===== src/wdt_pkg.sv =====
// package for the board watchdog timer: register map, fields, timing
// assumes a 200 MHz pclk and an apb slave port
package wdt_pkg;
  localparam int unsigned clk_mhz = 200;
  // register base addresses selected by the base address strap
  localparam logic [11:0] base_addr_0 = 12'h190;
  localparam logic [11:0] base_addr_1 = 12'h290;
  localparam logic [11:0] base_addr_2 = 12'h390;
  localparam logic [11:0] status_offset = 12'h004;
  // control field positions
  localparam int unsigned enable_bit = 0;
  localparam int unsigned refresh_bit = 1;
  localparam logic [7:0] ctrl_reset = 8'h00;
  // timeouts in ms
  localparam int unsigned default_timeout_ms = 1600;
  localparam int unsigned short_timeout_ms = 100;
  localparam int unsigned cap_ms_per_ref = 400;
  localparam int unsigned cap_ref_pf = 47;
  localparam int unsigned cycles_per_ms = clk_mhz * 1000;
  localparam logic [31:0] zero_word = 32'h0000_0000;
  typedef enum logic [1:0] {
    timeout_default,
    timeout_short,
    timeout_capacitor
  } timeout_sel_t;
  typedef struct packed {
    logic refresh;
    logic enable;
  } ctrl_bits_t;
endpackage

===== src/board_watchdog_timer.sv =====
// board watchdog timer: enable/refresh control register over apb, reset pulse on timeout
// assumes straps are static pins, sampled through a three-flop filter
`timescale 1ns/1ps
module board_watchdog_timer #(
  parameter int unsigned cap_pf = 47,
  parameter int unsigned pulse_cycles = 16,
  parameter int unsigned timeout_default_cycles =
    wdt_pkg::default_timeout_ms * wdt_pkg::cycles_per_ms,
  parameter int unsigned timeout_short_cycles =
    wdt_pkg::short_timeout_ms * wdt_pkg::cycles_per_ms,
  parameter int unsigned timeout_cap_cycles =
    (wdt_pkg::cap_ms_per_ref * cap_pf / wdt_pkg::cap_ref_pf) * wdt_pkg::cycles_per_ms
) (
  input wire logic pclk,
  input wire logic presetn,
  input wire logic clk_en,
  input wire logic psel,
  input wire logic penable,
  input wire logic pwrite,
  input wire logic [11:0] paddr,
  input wire logic [31:0] pwdata,
  output logic [31:0] prdata,
  output logic pready,
  output logic pslverr,
  input wire logic watchdog_permit_strap,
  input wire logic [1:0] base_address_strap,
  input wire wdt_pkg::timeout_sel_t timeout_option,
  output logic wdt_reset_pulse
);
  import wdt_pkg::*;

  logic [2:0] permit_sync_reg;
  logic permit_reg;
  ctrl_bits_t ctrl_reg;
  logic [31:0] count_reg;
  logic [31:0] pulse_count_reg;
  logic pulse_reg;
  logic fired_reg;
  logic [31:0] limit;
  logic [11:0] base;
  logic [1:0] base_sync_reg [0:2];
  logic [1:0] base_strap_reg;
  timeout_sel_t opt_sync_reg [0:2];
  timeout_sel_t opt_strap_reg;
  logic acc, wr, hit_ctrl, hit_stat, refresh_toggle, running, expire;

  // base decode from the strap; code 3 falls back to the first base
  function automatic logic [11:0] base_of(input logic [1:0] s);
    unique case (s)
      2'h1: base_of = base_addr_1;
      2'h2: base_of = base_addr_2;
      default: base_of = base_addr_0;
    endcase
  endfunction

  assign base = base_of(base_strap_reg);
  assign acc = psel && penable;
  assign wr = acc && pwrite;
  assign hit_ctrl = (paddr == base);
  assign hit_stat = (paddr == 12'(base + status_offset));
  assign pready = 1'b1; // zero wait states
  assign pslverr = acc && !(hit_ctrl || hit_stat);
  assign refresh_toggle = wr && hit_ctrl && (pwdata[refresh_bit] != ctrl_reg.refresh);
  assign running = ctrl_reg.enable && permit_reg;
  assign expire = running && (count_reg >= limit - 32'h1);

  // timeout select from the option straps
  always_comb begin
    unique case (opt_strap_reg)
      timeout_short: limit = 32'(timeout_short_cycles);
      timeout_capacitor: limit = 32'(timeout_cap_cycles);
      default: limit = 32'(timeout_default_cycles);
    endcase
  end

  // permit strap filter: change counts once the last two stages agree
  always_ff @(posedge pclk or negedge presetn) begin
    if (!presetn) begin
      permit_sync_reg <= 3'h0;
      permit_reg <= 1'b0;
    end else if (clk_en) begin
      permit_sync_reg <= {permit_sync_reg[1:0], watchdog_permit_strap};
      if (permit_sync_reg[2] == permit_sync_reg[1]) begin
        permit_reg <= permit_sync_reg[2];
      end
    end
  end

  // base and option straps are pins too: same three-flop filter, so a strap
  // moved while running takes effect a few cycles late, never half-way
  always_ff @(posedge pclk or negedge presetn) begin
    if (!presetn) begin
      base_sync_reg[0] <= 2'h0;
      base_sync_reg[1] <= 2'h0;
      base_sync_reg[2] <= 2'h0;
      base_strap_reg <= 2'h0;
      opt_sync_reg[0] <= timeout_default;
      opt_sync_reg[1] <= timeout_default;
      opt_sync_reg[2] <= timeout_default;
      opt_strap_reg <= timeout_default;
    end else if (clk_en) begin
      base_sync_reg[0] <= base_address_strap;
      base_sync_reg[1] <= base_sync_reg[0];
      base_sync_reg[2] <= base_sync_reg[1];
      opt_sync_reg[0] <= timeout_option;
      opt_sync_reg[1] <= opt_sync_reg[0];
      opt_sync_reg[2] <= opt_sync_reg[1];
      if (base_sync_reg[2] == base_sync_reg[1]) begin
        base_strap_reg <= base_sync_reg[2];
      end
      if (opt_sync_reg[2] == opt_sync_reg[1]) begin
        opt_strap_reg <= opt_sync_reg[2];
      end
    end
  end

  // control register; the issued reset pulse clears enable at its end
  always_ff @(posedge pclk or negedge presetn) begin
    if (!presetn) begin
      ctrl_reg <= ctrl_bits_t'(ctrl_reset[1:0]);
    end else if (clk_en) begin
      if (fired_reg) begin
        ctrl_reg.enable <= 1'b0;
      end else if (wr && hit_ctrl) begin
        ctrl_reg.enable <= pwdata[enable_bit];
        ctrl_reg.refresh <= pwdata[refresh_bit];
      end
    end
  end

  // timeout counter, restarted by each toggle of the refresh bit
  always_ff @(posedge pclk or negedge presetn) begin
    if (!presetn) begin
      count_reg <= zero_word;
    end else if (clk_en) begin
      if (!running || refresh_toggle || expire) begin
        count_reg <= zero_word;
      end else begin
        count_reg <= count_reg + 32'h1;
      end
    end
  end

  // reset pulse generator
  always_ff @(posedge pclk or negedge presetn) begin
    if (!presetn) begin
      pulse_reg <= 1'b0;
      pulse_count_reg <= zero_word;
      fired_reg <= 1'b0;
    end else if (clk_en) begin
      fired_reg <= 1'b0;
      if (expire && !pulse_reg) begin
        pulse_reg <= 1'b1;
        pulse_count_reg <= 32'(pulse_cycles) - 32'h1;
      end else if (pulse_reg) begin
        if (pulse_count_reg == zero_word) begin
          pulse_reg <= 1'b0;
          fired_reg <= 1'b1;
        end else begin
          pulse_count_reg <= pulse_count_reg - 32'h1;
        end
      end
    end
  end
  assign wdt_reset_pulse = pulse_reg;

  // read data: control bits, and status shows permit, running and the reset pulse
  always_ff @(posedge pclk or negedge presetn) begin
    if (!presetn) begin
      prdata <= zero_word;
    end else if (clk_en) begin
      if (psel && !penable && !pwrite) begin
        if (hit_ctrl) begin
          prdata <= 32'({ctrl_reg.refresh, ctrl_reg.enable});
        end else if (hit_stat) begin
          prdata <= 32'({pulse_reg, running, permit_reg});
        end else begin
          prdata <= zero_word;
        end
      end
    end
  end

  // assertions
  property p_strap_gate;
    @(posedge pclk) disable iff (!presetn)
    clk_en && !permit_reg |=> !expire;
  endproperty
  a_strap_gate: assert property (p_strap_gate) else $error("ran without strap");

  property p_pulse_on_expire;
    @(posedge pclk) disable iff (!presetn)
    clk_en && expire && !pulse_reg |=> pulse_reg;
  endproperty
  a_pulse_on_expire: assert property (p_pulse_on_expire) else $error("no pulse");

  property p_disable_after_pulse;
    @(posedge pclk) disable iff (!presetn)
    clk_en && fired_reg |=> !ctrl_reg.enable;
  endproperty
  a_disable_after_pulse: assert property (p_disable_after_pulse)
    else $error("still enabled");

  property p_refresh_restart;
    @(posedge pclk) disable iff (!presetn)
    clk_en && refresh_toggle |=> count_reg == zero_word;
  endproperty
  a_refresh_restart: assert property (p_refresh_restart) else $error("no restart");

  property p_enable_write;
    @(posedge pclk) disable iff (!presetn)
    clk_en && wr && hit_ctrl && !fired_reg |=> ctrl_reg.enable == $past(pwdata[enable_bit]);
  endproperty
  a_enable_write: assert property (p_enable_write) else $error("enable lost");

  property p_no_pulse_idle;
    @(posedge pclk) disable iff (!presetn)
    !pulse_reg && !expire |=> !pulse_reg;
  endproperty
  a_no_pulse_idle: assert property (p_no_pulse_idle) else $error("spurious pulse");

  property p_decode_err;
    @(posedge pclk) disable iff (!presetn)
    acc && hit_ctrl |-> !pslverr;
  endproperty
  a_decode_err: assert property (p_decode_err) else $error("bad decode");

  property p_count_bound;
    @(posedge pclk) disable iff (!presetn)
    count_reg < limit;
  endproperty
  a_count_bound: assert property (p_count_bound) else $error("count overrun");

  c_refresh: cover property (@(posedge pclk) disable iff (!presetn) refresh_toggle && running);
  c_expire: cover property (@(posedge pclk) disable iff (!presetn) expire);
  c_fired: cover property (@(posedge pclk) disable iff (!presetn) fired_reg);
endmodule // board_watchdog_timer


===== config.mk =====
export PLATFORM = sky130hd
export DESIGN_NAME = board_watchdog_timer
export DESIGN_NICKNAME = d
export VERILOG_FILES = /design/src/wdt_pkg.sv /design/src/board_watchdog_timer.sv
export SDC_FILE = /design/constraint.sdc
export NUM_CORES = 1
export LEC_CHECK = 0
export BUFFER_PORTS_ARGS = -buffer_cell sky130_fd_sc_hd__buf_2
export CAP_MARGIN = 30
export CORE_ASPECT_RATIO = 0.9
export CORE_MARGIN = 5
export CORE_UTILIZATION = 36
export DETAILED_ROUTE_END_ITERATION = 7
export PLACE_DENSITY_LB_ADDON = 0.2
export RECOVER_POWER = 100
export SLEW_MARGIN = 40
export SYNTH_ARGS = -nofsm -noshare
export SYNTH_HDL_FRONTEND = slang
export SYNTH_SLANG_ARGS = --single-unit

===== constraint.sdc =====
create_clock -name pclk -period 3 [get_ports pclk]
set_input_delay 0.3 -clock pclk [delete_from_list [all_inputs] [get_ports pclk]]
set_output_delay 0.3 -clock pclk [all_outputs]
set_load 0.02 [all_outputs]

==> flow_metrics.py, run 1 <==
metrics = {
    "cts": {
        "htree_levels": 3,
        "clock_path_buffers": 2,
        "cts_root_buf": "clkbuf_16",
        "cts_made_buffers": 9,
        "cts_sinks": 91,
        "clock_latency_ns": 0.34,
        "cts_tree": "built",
        "cts.reportedPaths.clkPinSlew_ns": 0.07,
    },
    "timing": {
        "tns_ns": 0,
        "rsz0062_at_grt": "true",
        "final_max_slew_viol_count": 66,
        "finalSetupViolCount": 0,
        "relSlewSlack_pct": -9.13,
        "hold_ws_ns": 0.180,
        "fin_worst_skew_ns": 0.00753,
        "finalCritPeriodShare_pct": 98.7,
        "max_freq_ghz": 0.338,
        "period_needed_ns": 2.96,
        "hold_viol_final": 0,
        "tightest_slew_ns": 1.64,
    },
    "finish": {
        "area_growth_pct": 15.3,
        "final_common_cell": "dfrtp_1",
        "drive_gt1_share_pct": 16.9,
        "antenna_cells": 0,
        "nets": 695,
        "final_cell_mix": "dfrtp_1, nor2_1, nand2_1",
    },
    "setup_path": {
        "cp_max_fo": 8,
        "arrival_ns": 3.19,
        "cpMaxStageDelayCell": "or4_4",
        "cp-start-kind": "flop",
        "end_kind": "flop",
        "critPathRequiredTime_ns": 3.23,
        "crit_type": "flop to flop",
        "crit_chain": "ha_4 -> inv_2 -> buf_4 -> ha_4 -> nand2_2 -> nor4_4 -> nand2_1 -> or4_4 -> a2111oi_4 -> buf_4 -> bufbuf_16 -> a21oi_1",
        "cpPeakStageDelay_ns": 0.47,
    },
    "placed_design": {
        "dp_hpwl_um": 7630,
        "port_buffers": 29,
        "gp_congestion": 0.793,
    },
    "yosys": {
        "yosysSeqAreaShare_pct": 42.4,
        "synth-edff-count": 0,
        "synth_top_family_by_area": "simple AND/OR/NAND/NOR gates",
        "ys_ff_latch": 91,
        "ys_types": 56,
        "synthAdderAreaFrac_pct": 6.29,
        "async_flop_share_pct": 100,
        "synthesis.instances": 557,
        "yosys_warnings": 0,
        "synth_mux_area_share_pct": 3.70,
        "synth_area_um2": 5370,
        "synthFlopType": "dfrtp_1",
        "avgSynthCellArea_um2": 9.64,
        "synthXorXnorAreaFrac_pct": 9.29,
        "synth-compound-area-share_pct": 8.46,
        "synth_simple_gate_area_share_pct": 22.5,
    },
    "outcome": {
        "status": "complete, but fails checks",
        "violations": "capacitance limit, slew limit",
    },
    "grt": {
        "overflow": 0,
        "grt_max_degree": 66,
        "grt_pass1_vias": 4186,
        "grt_pass1_wl_um": 19600,
        "track_usage_pct": 13.4,
        "antenna_found_initial": 0,
    },
    "route": {
        "drt-pass1-iter-count": 4,
        "wl_met3_um": 554,
        "vias": 4079,
        "wl_met1_um": 5390,
        "drt_iter0_drc": 138,
        "wl_per_cell_um": 13.7,
        "dr.max_layer_used": "met4",
        "drc": 0,
        "finalWirelength_um": 11100,
        "routed_via_density": 5.00,
        "drtAntennaViolNets": 0,
        "wl_met2_um": 4980,
    },
    "floorplanning": {
        "die_x_um": 139,
        "dieArea_um2": 17500,
        "ioPinCount": 90,
        "fp-row-count": 42,
        "die_h_um": 126,
        "core_area_um2": 14700,
        "start_util_pct": 36.6,
    },
    "pwr": {
        "power.leakage_uw": 0.00277,
        "vdd_drop_max_mv": 0.321,
        "power.density_nw_per_um2": 458,
    },
    "min_path": {
        "worstHoldPathType": "input pin to flop",
    },
    "flow_run": {
        "drv_cap": 1,
    },
}
[worst paths after layout]
kind | cells past startpoint | start | slack [ns] | to
max reg2reg | 12 | opt_strap_reg[1] | 0.04 | pulse_count_reg[4]
max in group asynchronous | 3 | presetn | 0.66 | pulse_count_reg[14]
max | 12 | opt_strap_reg[1] | 0.04 | pulse_count_reg[4]
min reg2reg | 2 | permit_sync_reg[0] | 0.49 | permit_sync_reg[1]
min in group asynchronous | 2 | presetn | 0.93 | count_reg[17]
min | 2 | pwdata[0] | 0.18 | ctrl_reg[0]
[cell families after synthesis]
kind of cell,Yosys count
fa+ha+maj,27
flops,91
xor+xnor,57
mux,18
compound gates,64
other cells,2
buf+inv,63
simple gates,235
[synthesized netlist by cell type (6+ instances only)]
master	instances	area (um^2)
and3_1	7	43.8
nand4_1	16	100
nor4_1	14	87.6
xnor2_1	32	280
xor2_1	25	219
dfrtp_1	91	2280
or3_1	6	37.5
inv_1	14	52.6
nand2_1	45	169
nor3_1	18	90.1
ha_1	27	338
nand3_1	21	105
nor2_1	74	278
mux2_2	15	169
buf_4	32	240
o21ai_0	10	50.1
a21oi_1	24	120
[report_power, final]
part	internal, uW	switching (uW)
Clock	585	487
Combinational	197	243
Sequential	1270	50.4
Total	2060	780
[repair_timing]
item | 4_1_cts | 5_1_grt
hold buffers | 1 | 0
resized for setup | 9 | 6
gates cloned | 3 | 0
endpoints found under the setup margin | 58 | 53
hold endpoints to repair | 63 | 0
pin swaps | 6 | 2
buffers inserted | 5 | 0
[critical path: cells and delay by family, from the launching register on]
family          cells  cell delay, ns
fa+ha+maj           2            0.54
compound gates      2            0.38
flops               1            0.45
buf+inv             4            0.64
simple gates        4            0.84
[metrics by stage]
step           instance area, um^2  setup WS, ns  std cells  total power, uW  utilization [%]
2_1_floorplan                 5490      -0.00878        588             1610                -
3_3_place_gp                  5760       -0.0785        791             1740             39.3
3_5_place_dp                  5770       -0.0958        791             1750             39.3
4_1_cts                       6200      -0.00956        815             2870             42.3
5_1_grt                       6190        -0.120        815             3010             42.2
6_report                      6190        0.0390        815             2840             42.2
[cell type report]
class	count	area [um^2]
Inverter	14	52.6
Sequential cell	91	2280
Tap cell	198	248
Multi-Input combinational cell	434	2880
Timing Repair Buffer	63	452
Clock inverter	5	38.8
Clock buffer	10	239
Fill cell	1448	8470
[metal layers]
layer  GRT usage (%)  vias to the layer above
li1                -                     2010
met1            18.1                     1971
met2            20.9                       82
met3            3.90                       16
met4            4.55                        0
met5               0                        -
Power figures use the tool's default switching activity.
==> run 2: changes to the inputs <==
==> constraint.sdc (replaced) <==
create_clock -name pclk -period 3 [get_ports pclk]
set_input_delay 0.15 -clock pclk [delete_from_list [all_inputs] [get_ports pclk]]
set_output_delay 0.15 -clock pclk [all_outputs]
set_load 0.02 [all_outputs]
==> run 2 against run 1 <==
Effect of this change: the flow still finishes with violations (capacitance limit, slew limit); hold slack got worse by 0.15 ns; core utilization up 0.51 points; clock skew decreased by 0.0022 ns; flip-flop and latch count did not move; sequential power about the same; critical endpoint is now pulse_count_reg[1]; largest cell class unchanged; highest routed layer unchanged.
==> flow_metrics.py, run 2 (synthesized netlist as in run 1, its figures left out) <==
metrics = {
    "timing": {
        "period_needed_ns": 2.93,
        "finalSetupViolCount": 0,
        "setup_slack_ns": 0.0673,
        "max_freq_ghz": 0.341,
        "finalCritPeriodShare_pct": 97.8,
        "hold_ws_ns": 0.0283,
        "rsz0062_at_grt": "true",
        "hold_viol_final": 0,
        "tightest_slew_ns": 1.61,
        "fin_worst_skew_ns": 0.00530,
        "relSlewSlack_pct": -7.45,
        "final_max_slew_viol_count": 65,
    },
    "setup_path": {
        "cpPeakStageDelay_ns": 0.46,
        "rrSetupSlack_ns": 0.07,
        "cp-start-kind": "flop",
        "cp_max_fo": 8,
        "cp.depth": 12,
        "r2r_cells": 12,
        "end_kind": "flop",
        "crit_end": "pulse_count_reg[1]",
        "cp.buffers_inverters": 4,
        "crit_chain": "ha_4 -> inv_6 -> buf_4 -> ha_4 -> nand2_2 -> nor4_4 -> nand2_2 -> or4_4 -> a2111oi_4 -> buf_6 -> buf_12 -> o31a_1",
        "worstReg2RegEnd": "pulse_count_reg[1]",
        "cpMaxStageDelayCell": "or4_4",
        "crit_start": "opt_strap_reg[1]",
        "path_delay_family": "simple AND/OR/NAND/NOR gates",
        "crit_type": "flop to flop",
        "regToRegStartpoint": "opt_strap_reg[1]",
        "arrival_ns": 3.22,
        "critPathRequiredTime_ns": 3.28,
    },
    "placed_design": {
        "place_ws_ns": -0.105,
        "placed_cell_area_um2": 5760,
        "port_buffers": 29,
        "gp_congestion": 0.776,
        "dp_hpwl_um": 7660,
    },
    "cts": {
        "cts_tree": "built",
        "cts_made_buffers": 9,
        "clock_latency_ns": 0.34,
        "clock_path_buffers": 2,
        "htree_levels": 3,
        "cts.reportedPaths.clkPinSlew_ns": 0.06,
        "cts_root_buf": "clkbuf_16",
        "cts_sinks": 91,
    },
    "route": {
        "routed_via_density": 5.03,
        "drtAntennaViolNets": 0,
        "finalWirelength_um": 11300,
        "vias": 4088,
        "drt_iter0_drc": 205,
        "drc": 0,
        "wl_per_cell_um": 13.9,
        "drt-pass1-iter-count": 4,
    },
    "flow_run": {
        "drv_cap": 1,
    },
    "pwr": {
        "p_comb_share_pct": 16.0,
        "power.leakage_uw": 0.00276,
        "vdd_drop_max_mv": 0.274,
        "pwr-share-clk_pct": 40.0,
        "p_switching_uw": 795,
        "p_seq_share_pct": 43.9,
        "intPower_uw": 2230,
        "swShare_pct": 26.3,
        "power.density_nw_per_um2": 482,
        "p_total_uw": 3020,
    },
    "grt": {
        "grt_max_degree": 65,
        "track_usage_pct": 13.2,
        "overflow": 0,
        "grt_pass1_wl_um": 19300,
        "antenna_found_initial": 0,
        "grt_pass1_vias": 4092,
    },
    "outcome": {
        "status": "complete, but fails checks",
        "violations": "capacitance limit, slew limit",
    },
    "floorplanning": {
        "core_area_um2": 14700,
        "ioPinCount": 90,
        "die_x_um": 139,
        "die_h_um": 126,
        "dieArea_um2": 17500,
        "start_util_pct": 36.6,
        "fp-row-count": 42,
    },
    "finish": {
        "area_growth_pct": 16.7,
        "drive_gt1_share_pct": 18.6,
        "nFillCells": 1440,
        "antenna_cells": 0,
        "multiInputGateArea_um2": 2960,
        "final_area_um2": 6270,
        "final_cell_mix": "dfrtp_1, nor2_1, nand2_1",
        "seqCellArea_um2": 2280,
        "final_common_cell": "dfrtp_1",
        "nets": 691,
    },
    "min_path": {
        "worstHoldPathType": "input pin to flop",
    },
}
## run 2: cell count changes in the layout (fill, tap and decap cells not counted), moves of 3 or more
cell,previous run,this run
nor2_2,0,3
nor2_1,74,70
buf_4,23,20
ha_4,2,6
ha_1,24,18
## run 2: power groups by stage
stage	Clock, uW	Combinational (uW)	Sequential [uW]
after CTS	1260	444	1330
after detailed placement	0	402	1350
after floorplan	0	278	1330
after global placement	0	392	1340
final	1210	485	1330
after global routing	1300	546	1330
## run 2: final cells by class
cell class,instances,area share (%)
tap,198,3.95
inverter,14,0.918
sequential,91,36.4
clock buffer,9,3.59
multi-input combinational,434,47.2
timing repair buffer,59,6.53
clock inverter,7,1.48
## run 2: layer usage
metal  track usage [%]  up-vias  wire length (um)
li1                  -     2023                 -
met1              17.8     1985              5550
met2              21.2       67              5150
met3              1.97       13               384
met4              5.75        0               217
met5                 0        -                 0
## run 2: metrics by stage
step,setup TNS [ns],utilization [%],std cells
after floorplan,-0.176,-,588
after CTS,0,42.5,813
after global routing,-0.380,42.7,812
after detailed placement,-3.40,39.3,790
after global placement,-1.67,39.3,790
final,0,42.7,812
## run 2: worst min path at each step
stage                                     start                end  slack [ns]  cells after the start
after floorplan                         presetn  base_strap_reg[0]       -0.15                      0
after global placement                  presetn      count_reg[16]        0.30                      1
after detailed placement                presetn      count_reg[14]        0.31                      1
after CTS                             pwdata[0]        ctrl_reg[0]        0.01                      2
after global routing      base_address_strap[0]   base_sync_reg[4]        0.03                      2
final                                 pwdata[0]        ctrl_reg[0]        0.03                      2
## run 2: worst reg2reg max path: stages, from the launching register on
cell and delay (ns):
dfrtp_2 0.45, ha_4 0.30, inv_6 0.05, buf_4 0.13, ha_4 0.26, nand2_2 0.06, nor4_4 0.26, nand2_2 0.08
or4_4 0.46, a2111oi_4 0.36, buf_6 0.20, buf_12 0.13, o31a_1 0.14
## run 2: timing repair
| action | 4_1_cts | 5_1_grt |
|---|---|---|
| setup buffers | 3 | 0 |
| hold buffers | 1 | 0 |
| gates resized for setup | 14 | 20 |
| endpoints found under the setup margin | 58 | 32 |
| gates cloned | 3 | 0 |
| endpoints found under the hold margin | 62 | 0 |
| pin swaps | 6 | 2 |
